==> src/inc/imadr_params.svh <==
// Offsets, field positions, reset values and sizes of the delay and tx group registers
`ifndef IMADR_PARAMS_SVH
`define IMADR_PARAMS_SVH
`define IMADR_AW          10
`define IMADR_DW          16
`define IMADR_NLINK       16
`define IMADR_NGRP        8
`define IMADR_DLY_W       14
`define IMADR_A_DLYVAL    10'h285
`define IMADR_A_LNKNUM    10'h286
`define IMADR_A_MEMCTL    10'h299
`define IMADR_A_MAXD      10'h29a
`define IMADR_A_DSEL      10'h2aa
`define IMADR_A_RECOMB    10'h2ad
`define IMADR_A_TXG       10'h300
`define IMADR_A_OFFS      10'h310
`define IMADR_MEMCTL_OPT  8
`define IMADR_MEMCTL_RX   7
`define IMADR_MEMCTL_TX   6
`define IMADR_MEMCTL_CNT  5
`define IMADR_DSEL_CLR    6
`define IMADR_DSEL_KLSB   4
`define IMADR_LNK_SRAMT   5
`define IMADR_TXG_MLSB    6
`define IMADR_TXG_ADV     5
`define IMADR_TXG_SCHED   4
`define IMADR_RST_MEMCTL  9'h000
`define IMADR_RST_MAXD    14'h0000
`define IMADR_RST_DSEL    9'h000
`define IMADR_RST_LNKMSC  5'h00
`define IMADR_RST_TXG     9'h0b0
`endif

==> src/inc/imadr_pkg.sv <==
// Types shared by the delay and tx group register bank
`include "imadr_params.svh"
package imadr_pkg;
   // Delay kind, encoded 00 link, 01 group min, 10 group max, 11 max over time
   typedef enum logic [1:0] {DK_LINK, DK_GMIN, DK_GMAX, DK_TMAX} imadr_kind_type;

   // One host register access
   typedef struct packed {
      logic                    wr;
      logic                    rd;
      logic [`IMADR_AW-1:0]    addr;
      logic [`IMADR_DW-1:0]    wdata;
   } imadr_bus_type;

   // Settings of one tx IMA group
   typedef struct packed {
      logic [1:0] m_code;
      logic       adv_ctc;
      logic       sched_ctc;
      logic [3:0] ref_link;
   } imadr_txg_type;
endpackage : imadr_pkg

==> src/imadr_offset_mask.sv <==
// Keeps only the control cell offset bits that the frame length uses
`timescale 1ns/1ps
module imadr_offset_mask (
   input  wire logic [1:0] m_code_i,
   input  wire logic [7:0] offset_i,
   output logic      [7:0] offset_o
);
   logic [7:0] mask;

   // 32 cells keep five bits, each doubling one more
   assign mask     = 8'hff >> (2'h3 - m_code_i);
   assign offset_o = offset_i & mask;
endmodule : imadr_offset_mask

==> src/imadr_delay_latch.sv <==
// Tracks maximum delay over time and latches the selected delay reading
`timescale 1ns/1ps
module imadr_delay_latch import imadr_pkg::*; #(
   parameter int NLINK = `IMADR_NLINK,
   parameter int NGRP  = `IMADR_NGRP,
   parameter int DW    = `IMADR_DLY_W
) (
   input  wire logic                        clk_i,
   input  wire logic                        arst_n_i,
   input  wire logic                        soft_rst_i,
   input  wire logic                        update_i,
   input  wire logic                        clr_max_i,
   input  wire imadr_kind_type              kind_i,
   input  wire logic [3:0]                  sel_i,
   input  wire logic [NLINK-1:0][DW-1:0]    link_delay_i,
   input  wire logic [NGRP-1:0][DW-1:0]     gmax_i,
   input  wire logic [NGRP-1:0][DW-1:0]     gmin_i,
   input  wire logic [NGRP-1:0][3:0]        gmax_link_i,
   input  wire logic [NGRP-1:0][3:0]        gmin_link_i,
   output logic      [DW-1:0]               value_o,
   output logic      [3:0]                  link_o
);
   logic [NGRP-1:0][DW-1:0] tmax;
   logic [2:0]              grp;
   logic [DW-1:0]           next_value;
   logic [3:0]              next_link;

   assign grp = sel_i[2:0];

   // Running maximum per group, cleared by software command
   for (genvar g = 0; g < NGRP; g++) begin : g_tmax
      always_ff @(posedge clk_i or negedge arst_n_i) begin
         if (!arst_n_i) begin
            tmax[g] <= '0;
         end else if (soft_rst_i || (clr_max_i && grp == 3'(g))) begin
            tmax[g] <= '0;
         end else if (gmax_i[g] > tmax[g]) begin
            tmax[g] <= gmax_i[g];
         end
      end
   end

   // Reading picked by the delay kind
   assign next_value = (kind_i == DK_TMAX) ? tmax[grp] :
                       (kind_i == DK_GMAX) ? gmax_i[grp] :
                       (kind_i == DK_GMIN) ? gmin_i[grp] :
                       link_delay_i[sel_i];
   assign next_link  = (kind_i == DK_GMAX) ? gmax_link_i[grp] :
                       (kind_i == DK_GMIN) ? gmin_link_i[grp] :
                       (kind_i == DK_LINK) ? sel_i : 4'h0;

   // Latch on each update request
   always_ff @(posedge clk_i or negedge arst_n_i) begin
      if (!arst_n_i) begin
         value_o <= '0;
         link_o  <= 4'h0;
      end else if (soft_rst_i) begin
         value_o <= '0;
         link_o  <= 4'h0;
      end else if (update_i) begin
         value_o <= next_value;
         link_o  <= next_link;
      end
   end
endmodule : imadr_delay_latch

==> src/imadr_regs.sv <==
// Delay select, max delay, recombiner status and tx group register bank
//
// Contract
// - Writing ones to memory control bits 7:5 together resets the whole component.
// - Eight 14-bit max operational delay registers, upper two bits read zero.
// - Reset-maximum bit 6 clears the max-over-time value of the chosen group.
// - Kind field 5:4 picks max-over-time, group max, group min or link delay.
// - Link kind uses select bits 3:0, group kinds use bits 2:0.
// - Writing delay select starts an update of the delay readout registers.
// - Recombiner status bit n shows link n recombiner enabled.
// - Group M field 7:6 sets frame length 32, 64, 128 or 256.
// - Bit 5 advertises ITC when zero, CTC when one, in ICP cells.
// - Bit 4 sets scheduler timing ITC or CTC, independent of bit 5.
// - Bits 3:0 name the group's timing reference link.
// - Each offset register holds link N in low byte, N+8 in high.
// - Only offset bits implied by the group's M are used.
// - Unused upper bits of select, max delay and group control read zero.
// - Link number register returns the link of the latched delay reading.
`timescale 1ns/1ps
module imadr_regs import imadr_pkg::*; #(
   parameter int NLINK = `IMADR_NLINK,
   parameter int NGRP  = `IMADR_NGRP,
   parameter int DW    = `IMADR_DLY_W
) (
   input  wire logic                        clk_i,
   input  wire logic                        arst_n_i,
   input  wire imadr_bus_type               bus_i,
   output logic      [`IMADR_DW-1:0]        rdata_o,
   input  wire logic [NLINK-1:0][DW-1:0]    link_delay_i,
   input  wire logic [NGRP-1:0][DW-1:0]     gmax_i,
   input  wire logic [NGRP-1:0][DW-1:0]     gmin_i,
   input  wire logic [NGRP-1:0][3:0]        gmax_link_i,
   input  wire logic [NGRP-1:0][3:0]        gmin_link_i,
   input  wire logic [NLINK-1:0]            recomb_en_i,
   input  wire logic [NLINK-1:0][2:0]       link_group_i,
   output logic                             glob_rst_o,
   output logic      [2:0]                  mem_size_o,
   output logic                             mem_opt_o,
   output logic                             rx_rst_o,
   output logic                             tx_rst_o,
   output logic                             cnt_rst_o,
   output logic                             sram_test_o,
   output logic      [NGRP-1:0][DW-1:0]     max_delay_o,
   output imadr_txg_type [NGRP-1:0]         tx_group_o,
   output logic      [NLINK-1:0][7:0]       offset_o
);
   localparam int NPAIR = NLINK / 2;

   // Stored state
   logic [8:0]                 mem_ctrl;
   logic [8:0]                 dsel;
   logic [4:0]                 lnk_misc;
   logic [NLINK-1:0]           recomb;
   logic [NGRP-1:0][8:0]       txg;
   logic [NPAIR-1:0][15:0]     offs;
   logic                       soft_rst;
   logic                       upd;
   logic [DW-1:0]              dly_value;
   logic [3:0]                 dly_link;

   // Decode wires
   logic [`IMADR_AW-1:0]       maxd_off;
   logic [`IMADR_AW-1:0]       txg_off;
   logic [`IMADR_AW-1:0]       offs_off;
   logic                       hit_memctl;
   logic                       hit_dsel;
   logic                       hit_lnknum;
   logic                       hit_dlyval;
   logic                       hit_recomb;
   logic                       hit_maxd;
   logic                       hit_txg;
   logic                       hit_offs;
   logic [2:0]                 maxd_idx;
   logic [2:0]                 txg_idx;
   logic [2:0]                 offs_idx;
   logic                       next_soft_rst;
   logic [`IMADR_DW-1:0]       next_rdata;
   logic [NLINK-1:0][7:0]      next_offset;

   // Write enables, one per register or register set
   logic                       wr_memctl;
   logic                       wr_dsel;
   logic                       wr_lnknum;
   logic [NGRP-1:0]            wr_maxd;
   logic [NGRP-1:0]            wr_txg;
   logic [NPAIR-1:0]           wr_offs;

   // Delay select fields
   logic                       dsel_clr;
   imadr_kind_type             dsel_kind;
   logic [3:0]                 dsel_sel;
   logic                       clr_req;

   // Read words, unused bits already zero
   logic [`IMADR_DW-1:0]       rd_memctl;
   logic [`IMADR_DW-1:0]       rd_dsel;
   logic [`IMADR_DW-1:0]       rd_lnknum;
   logic [`IMADR_DW-1:0]       rd_dlyval;
   logic [`IMADR_DW-1:0]       rd_recomb;
   logic [`IMADR_DW-1:0]       rd_maxd;
   logic [`IMADR_DW-1:0]       rd_txg;
   logic [`IMADR_DW-1:0]       rd_offs;

   // Per-link view of the group settings
   logic [NLINK-1:0][1:0]      link_m_code;
   logic [NLINK-1:0][7:0]      link_offset;

   // Offsets into the register sets
   assign maxd_off   = bus_i.addr - `IMADR_A_MAXD;
   assign txg_off    = bus_i.addr - `IMADR_A_TXG;
   assign offs_off   = bus_i.addr - `IMADR_A_OFFS;

   // Entry index inside each set
   assign maxd_idx   = maxd_off[2:0];
   assign txg_idx    = txg_off[2:0];
   assign offs_idx   = offs_off[2:0];

   // Single-register hits
   assign hit_memctl = bus_i.addr == `IMADR_A_MEMCTL;
   assign hit_dsel   = bus_i.addr == `IMADR_A_DSEL;
   assign hit_lnknum = bus_i.addr == `IMADR_A_LNKNUM;
   assign hit_dlyval = bus_i.addr == `IMADR_A_DLYVAL;
   assign hit_recomb = bus_i.addr == `IMADR_A_RECOMB;

   // Register set hits, a lower address wraps to a large offset and misses
   assign hit_maxd   = maxd_off < `IMADR_AW'(NGRP);
   assign hit_txg    = txg_off < `IMADR_AW'(NGRP);
   assign hit_offs   = offs_off < `IMADR_AW'(NPAIR);

   // Single-register write enables
   assign wr_memctl = bus_i.wr && hit_memctl;
   assign wr_dsel   = bus_i.wr && hit_dsel;
   assign wr_lnknum = bus_i.wr && hit_lnknum;

   // Delay select fields and the clear request of the max-over-time value
   assign dsel_clr  = dsel[`IMADR_DSEL_CLR];
   assign dsel_kind = imadr_kind_type'(dsel[`IMADR_DSEL_KLSB+1:`IMADR_DSEL_KLSB]);
   assign dsel_sel  = dsel[3:0];
   assign clr_req   = upd && dsel_clr;

   // All three reset bits in one write
   assign next_soft_rst = bus_i.wr && hit_memctl &&
                          (bus_i.wdata[`IMADR_MEMCTL_RX:`IMADR_MEMCTL_CNT] == 3'h7);

   // Global reset pulse, one cycle
   always_ff @(posedge clk_i or negedge arst_n_i) begin
      if (!arst_n_i) begin
         soft_rst   <= 1'b0;
         glob_rst_o <= 1'b0;
      end else begin
         soft_rst   <= next_soft_rst;
         glob_rst_o <= next_soft_rst;
      end
   end

   // Memory control register
   always_ff @(posedge clk_i or negedge arst_n_i) begin
      if (!arst_n_i) begin
         mem_ctrl <= `IMADR_RST_MEMCTL;
      end else if (soft_rst) begin
         mem_ctrl <= `IMADR_RST_MEMCTL;
      end else if (wr_memctl) begin
         mem_ctrl <= bus_i.wdata[8:0]; // Bit 8 needs bit 0, not enforced
      end
   end

   // Delay select register
   always_ff @(posedge clk_i or negedge arst_n_i) begin
      if (!arst_n_i) begin
         dsel <= `IMADR_RST_DSEL;
      end else if (soft_rst) begin
         dsel <= `IMADR_RST_DSEL;
      end else if (wr_dsel) begin
         dsel <= bus_i.wdata[8:0]; // Bits 8:7 kept as written
      end
   end

   // Update request, one cycle after each select write
   always_ff @(posedge clk_i or negedge arst_n_i) begin
      if (!arst_n_i) begin
         upd <= 1'b0;
      end else if (soft_rst) begin
         upd <= 1'b0;
      end else begin
         upd <= wr_dsel;
      end
   end

   // Link number register, writable spare bits
   always_ff @(posedge clk_i or negedge arst_n_i) begin
      if (!arst_n_i) begin
         lnk_misc <= `IMADR_RST_LNKMSC;
      end else if (soft_rst) begin
         lnk_misc <= `IMADR_RST_LNKMSC;
      end else if (wr_lnknum) begin
         lnk_misc <= bus_i.wdata[8:4];
      end
   end

   // Recombiner status sampled every cycle; host writes have no effect
   always_ff @(posedge clk_i or negedge arst_n_i) begin
      if (!arst_n_i) begin
         recomb <= '0;
      end else if (soft_rst) begin
         recomb <= '0;
      end else begin
         recomb <= recomb_en_i;
      end
   end

   // Per-group max delay and tx group control
   for (genvar g = 0; g < NGRP; g++) begin : g_grp
      // Write enables of this group's registers
      assign wr_maxd[g] = bus_i.wr && hit_maxd && maxd_idx == 3'(g);
      assign wr_txg[g]  = bus_i.wr && hit_txg && txg_idx == 3'(g);

      // Maximum operational delay, 14 bits kept
      always_ff @(posedge clk_i or negedge arst_n_i) begin
         if (!arst_n_i) begin
            max_delay_o[g] <= `IMADR_RST_MAXD;
         end else if (soft_rst) begin
            max_delay_o[g] <= `IMADR_RST_MAXD;
         end else if (wr_maxd[g]) begin
            max_delay_o[g] <= bus_i.wdata[DW-1:0];
         end
      end

      // Group control, reserved bit 8 kept as written
      always_ff @(posedge clk_i or negedge arst_n_i) begin
         if (!arst_n_i) begin
            txg[g] <= `IMADR_RST_TXG;
         end else if (soft_rst) begin
            txg[g] <= `IMADR_RST_TXG;
         end else if (wr_txg[g]) begin
            txg[g] <= bus_i.wdata[8:0];
         end
      end

      // Group settings straight from the register
      assign tx_group_o[g].m_code    = txg[g][`IMADR_TXG_MLSB+1:`IMADR_TXG_MLSB];
      assign tx_group_o[g].adv_ctc   = txg[g][`IMADR_TXG_ADV];
      assign tx_group_o[g].sched_ctc = txg[g][`IMADR_TXG_SCHED];
      assign tx_group_o[g].ref_link  = txg[g][3:0];
   end

   // Offset registers, one per link pair, reset to the link numbers
   for (genvar p = 0; p < NPAIR; p++) begin : g_pair
      assign wr_offs[p] = bus_i.wr && hit_offs && offs_idx == 3'(p);

      // Offset pair register
      always_ff @(posedge clk_i or negedge arst_n_i) begin
         if (!arst_n_i) begin
            offs[p] <= {8'(p + NPAIR), 8'(p)};
         end else if (soft_rst) begin
            offs[p] <= {8'(p + NPAIR), 8'(p)};
         end else if (wr_offs[p]) begin
            offs[p] <= bus_i.wdata;
         end
      end
   end

   // Effective offsets masked by each link's group frame length
   for (genvar l = 0; l < NLINK; l++) begin : g_link
      // Low byte serves link N, high byte link N+8
      assign link_offset[l] = l < NPAIR ? offs[l % NPAIR][7:0]
                                        : offs[l % NPAIR][15:8];
      assign link_m_code[l] = tx_group_o[link_group_i[l]].m_code;

      // Keep only the bits that the frame length uses
      imadr_offset_mask u_mask (
         .m_code_i (link_m_code[l]),
         .offset_i (link_offset[l]),
         .offset_o (next_offset[l])
      );

      always_ff @(posedge clk_i or negedge arst_n_i) begin
         if (!arst_n_i) begin
            offset_o[l] <= 8'h00;
         end else begin
            offset_o[l] <= next_offset[l];
         end
      end
   end

   // Delay measurement readout
   imadr_delay_latch #(
      .NLINK (NLINK),
      .NGRP  (NGRP),
      .DW    (DW)
   ) u_latch (
      .clk_i        (clk_i),
      .arst_n_i     (arst_n_i),
      .soft_rst_i   (soft_rst),
      .update_i     (upd),
      .clr_max_i    (clr_req),
      .kind_i       (dsel_kind),
      .sel_i        (dsel_sel),
      .link_delay_i (link_delay_i),
      .gmax_i       (gmax_i),
      .gmin_i       (gmin_i),
      .gmax_link_i  (gmax_link_i),
      .gmin_link_i  (gmin_link_i),
      .value_o      (dly_value),
      .link_o       (dly_link)
   );

   // Memory control fields, and the SRAM test enable from link number bit 5
   assign mem_size_o  = mem_ctrl[2:0];
   assign mem_opt_o   = mem_ctrl[`IMADR_MEMCTL_OPT];
   assign rx_rst_o    = mem_ctrl[`IMADR_MEMCTL_RX];
   assign tx_rst_o    = mem_ctrl[`IMADR_MEMCTL_TX];
   assign cnt_rst_o   = mem_ctrl[`IMADR_MEMCTL_CNT];
   assign sram_test_o = lnk_misc[`IMADR_LNK_SRAMT - 4];

   // Read words, upper bits padded with zero
   assign rd_memctl = {7'h00, mem_ctrl};
   assign rd_dsel   = {7'h00, dsel};
   assign rd_lnknum = {7'h00, lnk_misc, dly_link};
   assign rd_dlyval = {2'h0, dly_value};
   assign rd_recomb = recomb;
   assign rd_maxd   = {2'h0, max_delay_o[maxd_idx]};
   assign rd_txg    = {7'h00, txg[txg_idx]};
   assign rd_offs   = offs[offs_idx];

   // Read selection, unmapped addresses give zero
   assign next_rdata = hit_memctl ? rd_memctl :
                       hit_dsel   ? rd_dsel   :
                       hit_lnknum ? rd_lnknum :
                       hit_dlyval ? rd_dlyval :
                       hit_recomb ? rd_recomb :
                       hit_maxd   ? rd_maxd   :
                       hit_txg    ? rd_txg    :
                       hit_offs   ? rd_offs   :
                       16'h0000;

   // Read data registered, held until the next read
   always_ff @(posedge clk_i or negedge arst_n_i) begin
      if (!arst_n_i) begin
         rdata_o <= 16'h0000;
      end else if (bus_i.rd) begin
         rdata_o <= next_rdata;
      end
   end
endmodule : imadr_regs

==> config.mk <==
export PLATFORM = sky130hd
export DESIGN_NAME = imadr_regs
export DESIGN_NICKNAME = d
export VERILOG_FILES = /design/src/inc/imadr_pkg.sv /design/src/imadr_offset_mask.sv /design/src/imadr_delay_latch.sv /design/src/imadr_regs.sv
export VERILOG_INCLUDE_DIRS = /design/src /design/src/inc
export SDC_FILE = /design/constraint.sdc
export NUM_CORES = 1
export LEC_CHECK = 0
export BUFFER_PORTS_ARGS = -buffer_cell sky130_fd_sc_hd__clkbuf_2
export CORE_ASPECT_RATIO = 1.2
export CORE_UTILIZATION = 25
export DETAILED_ROUTE_END_ITERATION = 6
export PLACE_DENSITY = 0.43
export RECOVER_POWER = 50
export SLEW_MARGIN = 10
export SYNTH_ARGS = -nofsm -noshare
export SYNTH_HDL_FRONTEND = slang
export SYNTH_HIERARCHICAL = 1
export SYNTH_SLANG_ARGS = --single-unit
==> constraint.sdc <==
create_clock -name clk_i -period 2.25 [get_ports clk_i]
set_input_delay 0.45 -clock clk_i [delete_from_list [all_inputs] [get_ports clk_i]]
set_output_delay 0.45 -clock clk_i [all_outputs]
set_load 0.02 [all_outputs]
==> results.yml, run 1 <==
status:
  outcome: "finished with violations"
  violations: "setup timing"
setup_path:
  reg2reg_from: "dsel[0]"
  timing.setup.critical_path_class: "reg2reg"
  cp_cell_sequence: "buf_12, buf_8, clkbuf_16, buf_12, mux4_2, mux4_2, o22ai_2, nor3_1"
  delay_contributed_by_the_slowest_stage_of_the_critical_path_ps: 530
  cp_data_arrival_time_ps: 3050
  number_of_buffer_and_inverter_instances_along_the_worst_setup_path: 4
  setup.worst_path.start_class: "register"
  critical_path.slowest_cell: "sky130_fd_sc_hd__mux4_2"
  reg2regPathDepth: 8
  r2r-end: "u_latch/value_o[1]"
  crit_path_end_kind: "register"
  family_with_the_most_delay_on_the_worst_path: "multiplexers"
  reg2reg_setup_slack_ps: -240
  maximum_fanout_encountered_on_the_critical_timing_path: 5
  cp.required_ps: 2800
route:
  wl_met2_um: 102000
  post-route-drc-count: 0
  drt_iter0_drc: 2700
  drt.antenna.violating_nets: 0
  route.detailed.vias_per_inst: 5.06
  drt-met1-wl_um: 78900
  via_count: 35900
  routed_length_on_met3_um: 13000
  drt-total-wl_um: 203000
  detail_route.wl_per_cell_um: 28.6
  detailedRoute.firstPassIterationCount: 5
  topRoutingLayerUsed: "met5"
synth:
  post_synth_inst_count: 3700
  synth.mux.area_fraction_pct: 26.1
  synth-simple-area-share_pct: 13.7
  netlist_top_cells_area: "sky130_fd_sc_hd__dfrtp_1 36%, sky130_fd_sc_hd__mux4_2 17%, sky130_fd_sc_hd__mux2i_1 7.7%, sky130_fd_sc_hd__nand2_1 4.7%, sky130_fd_sc_hd__dfstp_2 3.7%"
  synth_area_per_cell_um2: 10.8
  synth_compound_area_share_pct: 9.44
  synth_nets: 4419
  synthArstFlopShare_pct: 100
  synth_area_leader_cell: "sky130_fd_sc_hd__dfrtp_1"
  syn_area_um2: 40000
  yosys.area_share.adder_pct: 3.54
  synth_cell_types: 84
  yosys.area_share.xor_xnor_pct: 0
  synth-edff-count: 0
  synth_top_family_by_area: "multiplexers"
  synth-seq-cells: 627
  synth.top_cell.area_share_pct: 35.8
  seq_area_frac_synth_pct: 39.4
  synth_ff_type: "sky130_fd_sc_hd__dfrtp_1"
  yosys_warnings: 6
floorplanning:
  die_x_um: 367
  die_h_um: 440
  ioPinCount: 935
  start_util_pct: 25.2
  row_count: 160
  core-area_um2: 159000
  fp.dieArea_um2: 161000
hold_path:
  hold_path_startpoint: "recomb_en_i[7]"
  whs_path_depth: 2
  worst_min_delay_path_category: "in2reg"
  whs_endpoint: "rd_recomb[7]"
layout:
  area_delta_synth_final_pct: 35.1
  nNetsFinal: 5621
  layout.cell_area.non_filler_um2: 54000
  drive_above_1_share_pct: 43.5
clocking:
  cts_made_buffers: 78
  tritoncts: "built"
  clk_root_buffer_cell: "sky130_fd_sc_hd__clkbuf_16"
  ctsLongestPathBuffers: 3
  worst_setup_hold_path_clk_slew_ps: 70
  number_of_h_tree_branching_levels: 3
  clock_sink_count: 627
  worst_skew_pair.late_latency_ps: 700
placement:
  placement.cell_area_um2: 50100
  port_buffers: 934
  place_hpwl_um: 158000
  gp_congestion: 0.920
  place_ws_ps: -673
sta:
  slew_violations: 0
  setup_repair_after_global_routing_missed_its_margin: "yes"
  timing.slew.headroom_pct: 29.5
  fin_crit_ps: 2490
  fin_skew_ps: 32.6
  hold_viol: 0
  slew_at_the_pin_with_the_worst_max_slew_slack_ps: 1060
  period_share_pct: 111
  fin_ws_ps: -244
  maxClockFrequency_mhz: 401
  setup_viol: 82
global_routing:
  gr-usage-all-layers_pct: 24.4
  grt_first_pass_wirelength_um: 281000
  grt_start_max_net_pins: 97
  grt_overflow: 0
  antenna_found_initial: 27
  grt_pass1_vias: 36600
pwr:
  report.power.total_mw: 40.1
  power.density_nw_per_um2: 743
  peakVddDrop_v: 0.000534
  leakage_nw: 26.2
job:
  max-cap-violations: 0
-- Yosys cell counts, types with 54 or more instances --
master / instances
sky130_fd_sc_hd__o211ai_1: 61
sky130_fd_sc_hd__nor2b_1: 54
sky130_fd_sc_hd__ha_1: 113
sky130_fd_sc_hd__mux4_2: 307
sky130_fd_sc_hd__buf_2: 62
sky130_fd_sc_hd__mux2i_1: 309
sky130_fd_sc_hd__inv_1: 140
sky130_fd_sc_hd__and3_1: 92
sky130_fd_sc_hd__nand3_1: 101
sky130_fd_sc_hd__nor2_1: 236
sky130_fd_sc_hd__nand2_1: 501
sky130_fd_sc_hd__a21oi_1: 229
sky130_fd_sc_hd__dfstp_2: 56
sky130_fd_sc_hd__dfrtp_1: 571
sky130_fd_sc_hd__clkbuf_1: 161
sky130_fd_sc_hd__buf_4: 178
-- worst reg2reg max path, delay by kind of cell (launching register included) --
family | cells | cell delay, ps
multiplexers | 2 | 1030
buffers and inverters | 4 | 610
AND/OR/NAND/NOR | 1 | 60
AO/OA/AOI/OAI | 1 | 160
flip-flops | 1 | 520
-- per-layer routing --
| layer | GRT usage [%] | up-vias |
|---|---|---|
| met5 | 0 | - |
| met4 | 10.1 | 12 |
| met3 | 4.85 | 276 |
| met2 | 43.0 | 1493 |
| met1 | 28.9 | 18300 |
| li1 | - | 15800 |
-- worst max-delay path by stage --
stage / depth (start not counted) / startpoint / slack, ps / end
finish: 8 / dsel[0] / -240 / u_latch/value_o[1]
global route: 8 / dsel[0] / -300 / u_latch/value_o[10]
CTS: 6 / dsel[0] / -230 / u_latch/value_o[8]
detailed placement: 8 / dsel[0] / -670 / u_latch/value_o[2]
global placement: 8 / dsel[0] / -720 / u_latch/value_o[2]
floorplan: 13 / bus_i[18] / -230 / max_delay_o[18]
-- flip-flops by register name (all words and copies together), names as in the netlist, 14 cells and up --
| register | count |
|---|---|
| u_latch/value_o | 14 |
| link_offset | 128 |
| u_latch/tmax | 112 |
| rdata_o | 16 |
| max_delay_o | 112 |
| offset_o | 128 |
| tx_group_o | 64 |
| rd_recomb | 16 |
-- kinds of logic after synthesis --
logic type,Yosys count
buffers and inverters,583
DFF,627
muxes,655
and+or+nand+nor,1158
AOI/OAI and AO/OA,564
adders and majority gates,113
-- repair_timing --
| item | 4_1_cts | 5_1_grt |
|---|---|---|
| resized for setup | 39 | 80 |
| hold endpoints to repair | 174 | 0 |
| hold buffers | 32 | 0 |
| pin swaps | 31 | 49 |
| buffers inserted | 9 | 20 |
| setup endpoints to repair | 94 | 96 |
| cloned | 3 | 7 |
-- final cells by class --
cell class	instances	area (µm²)
fillers	16400	105000
multi-input cells	2491	21600
flip-flops and latches	627	15800
repair buffers	1563	10700
well taps	2106	2640
clock buffers	111	2260
inverters	141	534
clock inverters	34	465
diodes	15	37.5
-- where the power goes --
group / internal [mW] / total, mW / leakage, nW / switching (mW)
logic: 6.03 / 12.8 / 16.7 / 6.78
clock network: 7.98 / 13.6 / 1.32 / 5.67
registers: 12.5 / 13.7 / 8.16 / 1.17
-- cells in the final DEF, fill, tap and decap left out, types with 20 or more instances in the layout --
| cell | instances |
|---|---|
| sky130_fd_sc_hd__clkbuf_2 | 942 |
| sky130_fd_sc_hd__dfrtp_1 | 562 |
| sky130_fd_sc_hd__nand2_1 | 491 |
| sky130_fd_sc_hd__buf_4 | 455 |
| sky130_fd_sc_hd__mux4_2 | 307 |
| sky130_fd_sc_hd__mux2i_1 | 305 |
| sky130_fd_sc_hd__nor2_1 | 231 |
| sky130_fd_sc_hd__a21oi_1 | 223 |
| sky130_fd_sc_hd__inv_1 | 135 |
| sky130_fd_sc_hd__ha_1 | 104 |
| sky130_fd_sc_hd__nand3_1 | 100 |
| sky130_fd_sc_hd__clkbuf_16 | 86 |
| sky130_fd_sc_hd__and3_1 | 77 |
| sky130_fd_sc_hd__buf_12 | 72 |
| sky130_fd_sc_hd__o211ai_1 | 61 |
| sky130_fd_sc_hd__nor2b_1 | 52 |
| sky130_fd_sc_hd__o21ai_0 | 39 |
| sky130_fd_sc_hd__a211o_1 | 38 |
| sky130_fd_sc_hd__nand4_1 | 38 |
| sky130_fd_sc_hd__mux2_2 | 36 |
| sky130_fd_sc_hd__dlygate4sd3_1 | 32 |
| sky130_fd_sc_hd__dfstp_1 | 32 |
| sky130_fd_sc_hd__a21o_1 | 30 |
| sky130_fd_sc_hd__buf_6 | 29 |
| sky130_fd_sc_hd__nand3b_1 | 26 |
| sky130_fd_sc_hd__clkbuf_1 | 26 |
| sky130_fd_sc_hd__nand2b_1 | 24 |
| sky130_fd_sc_hd__dfstp_2 | 24 |
| sky130_fd_sc_hd__and3_4 | 20 |
-- metrics by stage --
stage	util [%]	cells	TNS (ps)	hold WS, ps
3_5_place_dp	31.6	6857	-57860	364
6_report	34.1	7088	-5980	72.7
4_1_cts	33.7	7046	-4560	2.46
5_1_grt	34.1	7085	-14120	30.7
3_3_place_gp	31.6	6857	-53350	366
2_1_floorplan	-	3700	-15910	154
Power figures use the tool's default switching activity.
==> run 2, diff against run 1 <==
Settings changed: SETUP_SLACK_MARGIN set to 0.4.
==> results.yml, run 2 (same netlist as run 1, synthesis figures left out) <==
placement:
  place_ws_ps: -703
  place_hpwl_um: 160000
  gp_congestion: 0.913
  port_buffers: 934
  place.detailed.instances: 6868
route:
  via_count: 36700
  detailedRoute.firstPassIterationCount: 6
  drt.antenna.violating_nets: 0
  detail_route.wl_per_cell_um: 28.7
  drt-total-wl_um: 206000
  post-route-drc-count: 0
  route.detailed.vias_per_inst: 5.11
  drt_iter0_drc: 2746
sta:
  setup_repair_after_global_routing_missed_its_margin: "yes"
  fin_ws_ps: -200
  fin_skew_ps: 45.5
  hold-worst-slack_ps: 66.2
  slew_at_the_pin_with_the_worst_max_slew_slack_ps: 997
  period_share_pct: 109
  hold_viol: 0
  timing.slew.headroom_pct: 33.5
  fin_crit_ps: 2450
  slew_violations: 0
  maxClockFrequency_mhz: 408
  setup_viol: 50
  setup_total_negative_slack_ps: -3100
floorplanning:
  core-area_um2: 159000
  row_count: 160
  start_util_pct: 25.2
  fp.dieArea_um2: 161000
  die_h_um: 440
  ioPinCount: 935
  die_x_um: 367
layout:
  mostFrequentLayoutCell: "sky130_fd_sc_hd__clkbuf_2"
  nNetsFinal: 5717
  most-common-layout-cells: "860 x sky130_fd_sc_hd__clkbuf_2, 517 x sky130_fd_sc_hd__dfrtp_1, 509 x sky130_fd_sc_hd__buf_4"
  drive_above_1_share_pct: 47.5
  area_delta_synth_final_pct: 41.3
  stdcell_count: 7176
pwr:
  peakVddDrop_v: 0.000522
  leakage_nw: 26.9
  report.power.total_mw: 40.6
  power.density_nw_per_um2: 719
clocking:
  cts_made_buffers: 77
  worst_setup_hold_path_clk_slew_ps: 60
  tritoncts: "built"
  clk_root_buffer_cell: "sky130_fd_sc_hd__clkbuf_16"
  ctsLongestPathBuffers: 3
  worst_skew_pair.late_latency_ps: 710
  number_of_h_tree_branching_levels: 3
  clock_sink_count: 627
global_routing:
  grt_first_pass_wirelength_um: 287000
  gr-max-usage-layer: "met2"
  gr-usage-all-layers_pct: 24.9
  grt_start_max_net_pins: 71
  globalRouteMet2Util_pct: 42.7
  antenna_found_initial: 19
  grt_pass1_vias: 37400
  grtUsageMet1_pct: 30.9
  use_met3_pct: 4.07
  grt_overflow: 0
setup_path:
  timing.setup.critical_path_class: "reg2reg"
  crit_path_end_kind: "register"
  maximum_fanout_encountered_on_the_critical_timing_path: 6
  setup.worst_path.start_class: "register"
  cp_data_arrival_time_ps: 3010
  cp.required_ps: 2810
status:
  violations: "setup timing"
  outcome: "finished with violations"
job:
  max-cap-violations: 0
hold_path:
  worst_min_delay_path_category: "in2reg"
==> run 2: cell count changes in the layout (fill, tap and decap cells not counted), moves of 23 or more <==
cell / previous run / this run
sky130_fd_sc_hd__buf_8: 3 / 48
sky130_fd_sc_hd__clkbuf_2: 942 / 860
sky130_fd_sc_hd__ha_4: 9 / 32
sky130_fd_sc_hd__buf_4: 455 / 509
sky130_fd_sc_hd__dfrtp_2: 5 / 50
sky130_fd_sc_hd__clkbuf_8: 14 / 38
sky130_fd_sc_hd__buf_6: 29 / 56
sky130_fd_sc_hd__ha_1: 104 / 81
sky130_fd_sc_hd__dfrtp_1: 562 / 517
==> run 2: what timing repair did <==
item | CTS | global route
buffers inserted | 109 | 21
pin swaps | 34 | 36
gates resized for setup | 338 | 130
hold buffers | 15 | 0
cloned | 10 | 2
endpoints found under the setup margin | 257 | 238
endpoints found under the hold margin | 182 | 0
==> run 2: layout make-up <==
cell class | instances | area, µm²
multi-input combinational | 2491 | 22500
fill | 16200 | 102000
sequential | 627 | 15800
clock inverter | 35 | 410
clock buffer | 107 | 2190
timing repair buffer | 1660 | 12400
tap | 2106 | 2640
antenna | 9 | 22.5
inverter | 141 | 534
==> run 2: critical path, stage by stage, from the launching register on <==
cell                        delay (ps)
sky130_fd_sc_hd__dfrtp_4           440
sky130_fd_sc_hd__buf_12            150
sky130_fd_sc_hd__buf_12            140
sky130_fd_sc_hd__mux4_2            490
sky130_fd_sc_hd__mux4_2            620
sky130_fd_sc_hd__nand2_2           140
sky130_fd_sc_hd__o2111ai_2         120
sky130_fd_sc_hd__a21oi_2           140
sky130_fd_sc_hd__nor3_1             50
==> run 2: metrics by stage <==
| stage | instance area, µm² | utilization [%] |
|---|---|---|
| 3_3_place_gp | 50900 | 32.1 |
| 4_1_cts | 56100 | 35.4 |
| 5_1_grt | 56500 | 35.6 |
| 2_1_floorplan | 41100 | - |
| 3_5_place_dp | 50900 | 32.1 |
| 6_report | 56500 | 35.6 |
==> run 2: path summary, 6_finish.rpt <==
path                            cells after the start  slack, ps            start            endpoint
worst max register to register                      8       -200          dsel[0]  u_latch/value_o[9]
worst min register to register                      0        410  link_offset[18]        offset_o[18]
min in group asynchronous                           2        460         arst_n_i        offset_o[67]
max in group asynchronous                           4         60         arst_n_i     link_offset[34]
worst max-delay path                                8       -200          dsel[0]  u_latch/value_o[9]
worst min-delay path                                2         70  recomb_en_i[11]       rd_recomb[11]
==> run 2: metal layers <==
layer / wire length [µm] / up-vias
li1: - / 16000
met1: 82800 / 18800
met2: 102000 / 1592
met3: 12100 / 273
met4: 8950 / 12
met5: 80 / -
==> run 2: report_power, final <==
part | internal, mW | switching [mW]
Combinational | 6.70 | 7.24
Clock | 7.36 | 5.67
Sequential | 12.5 | 1.09
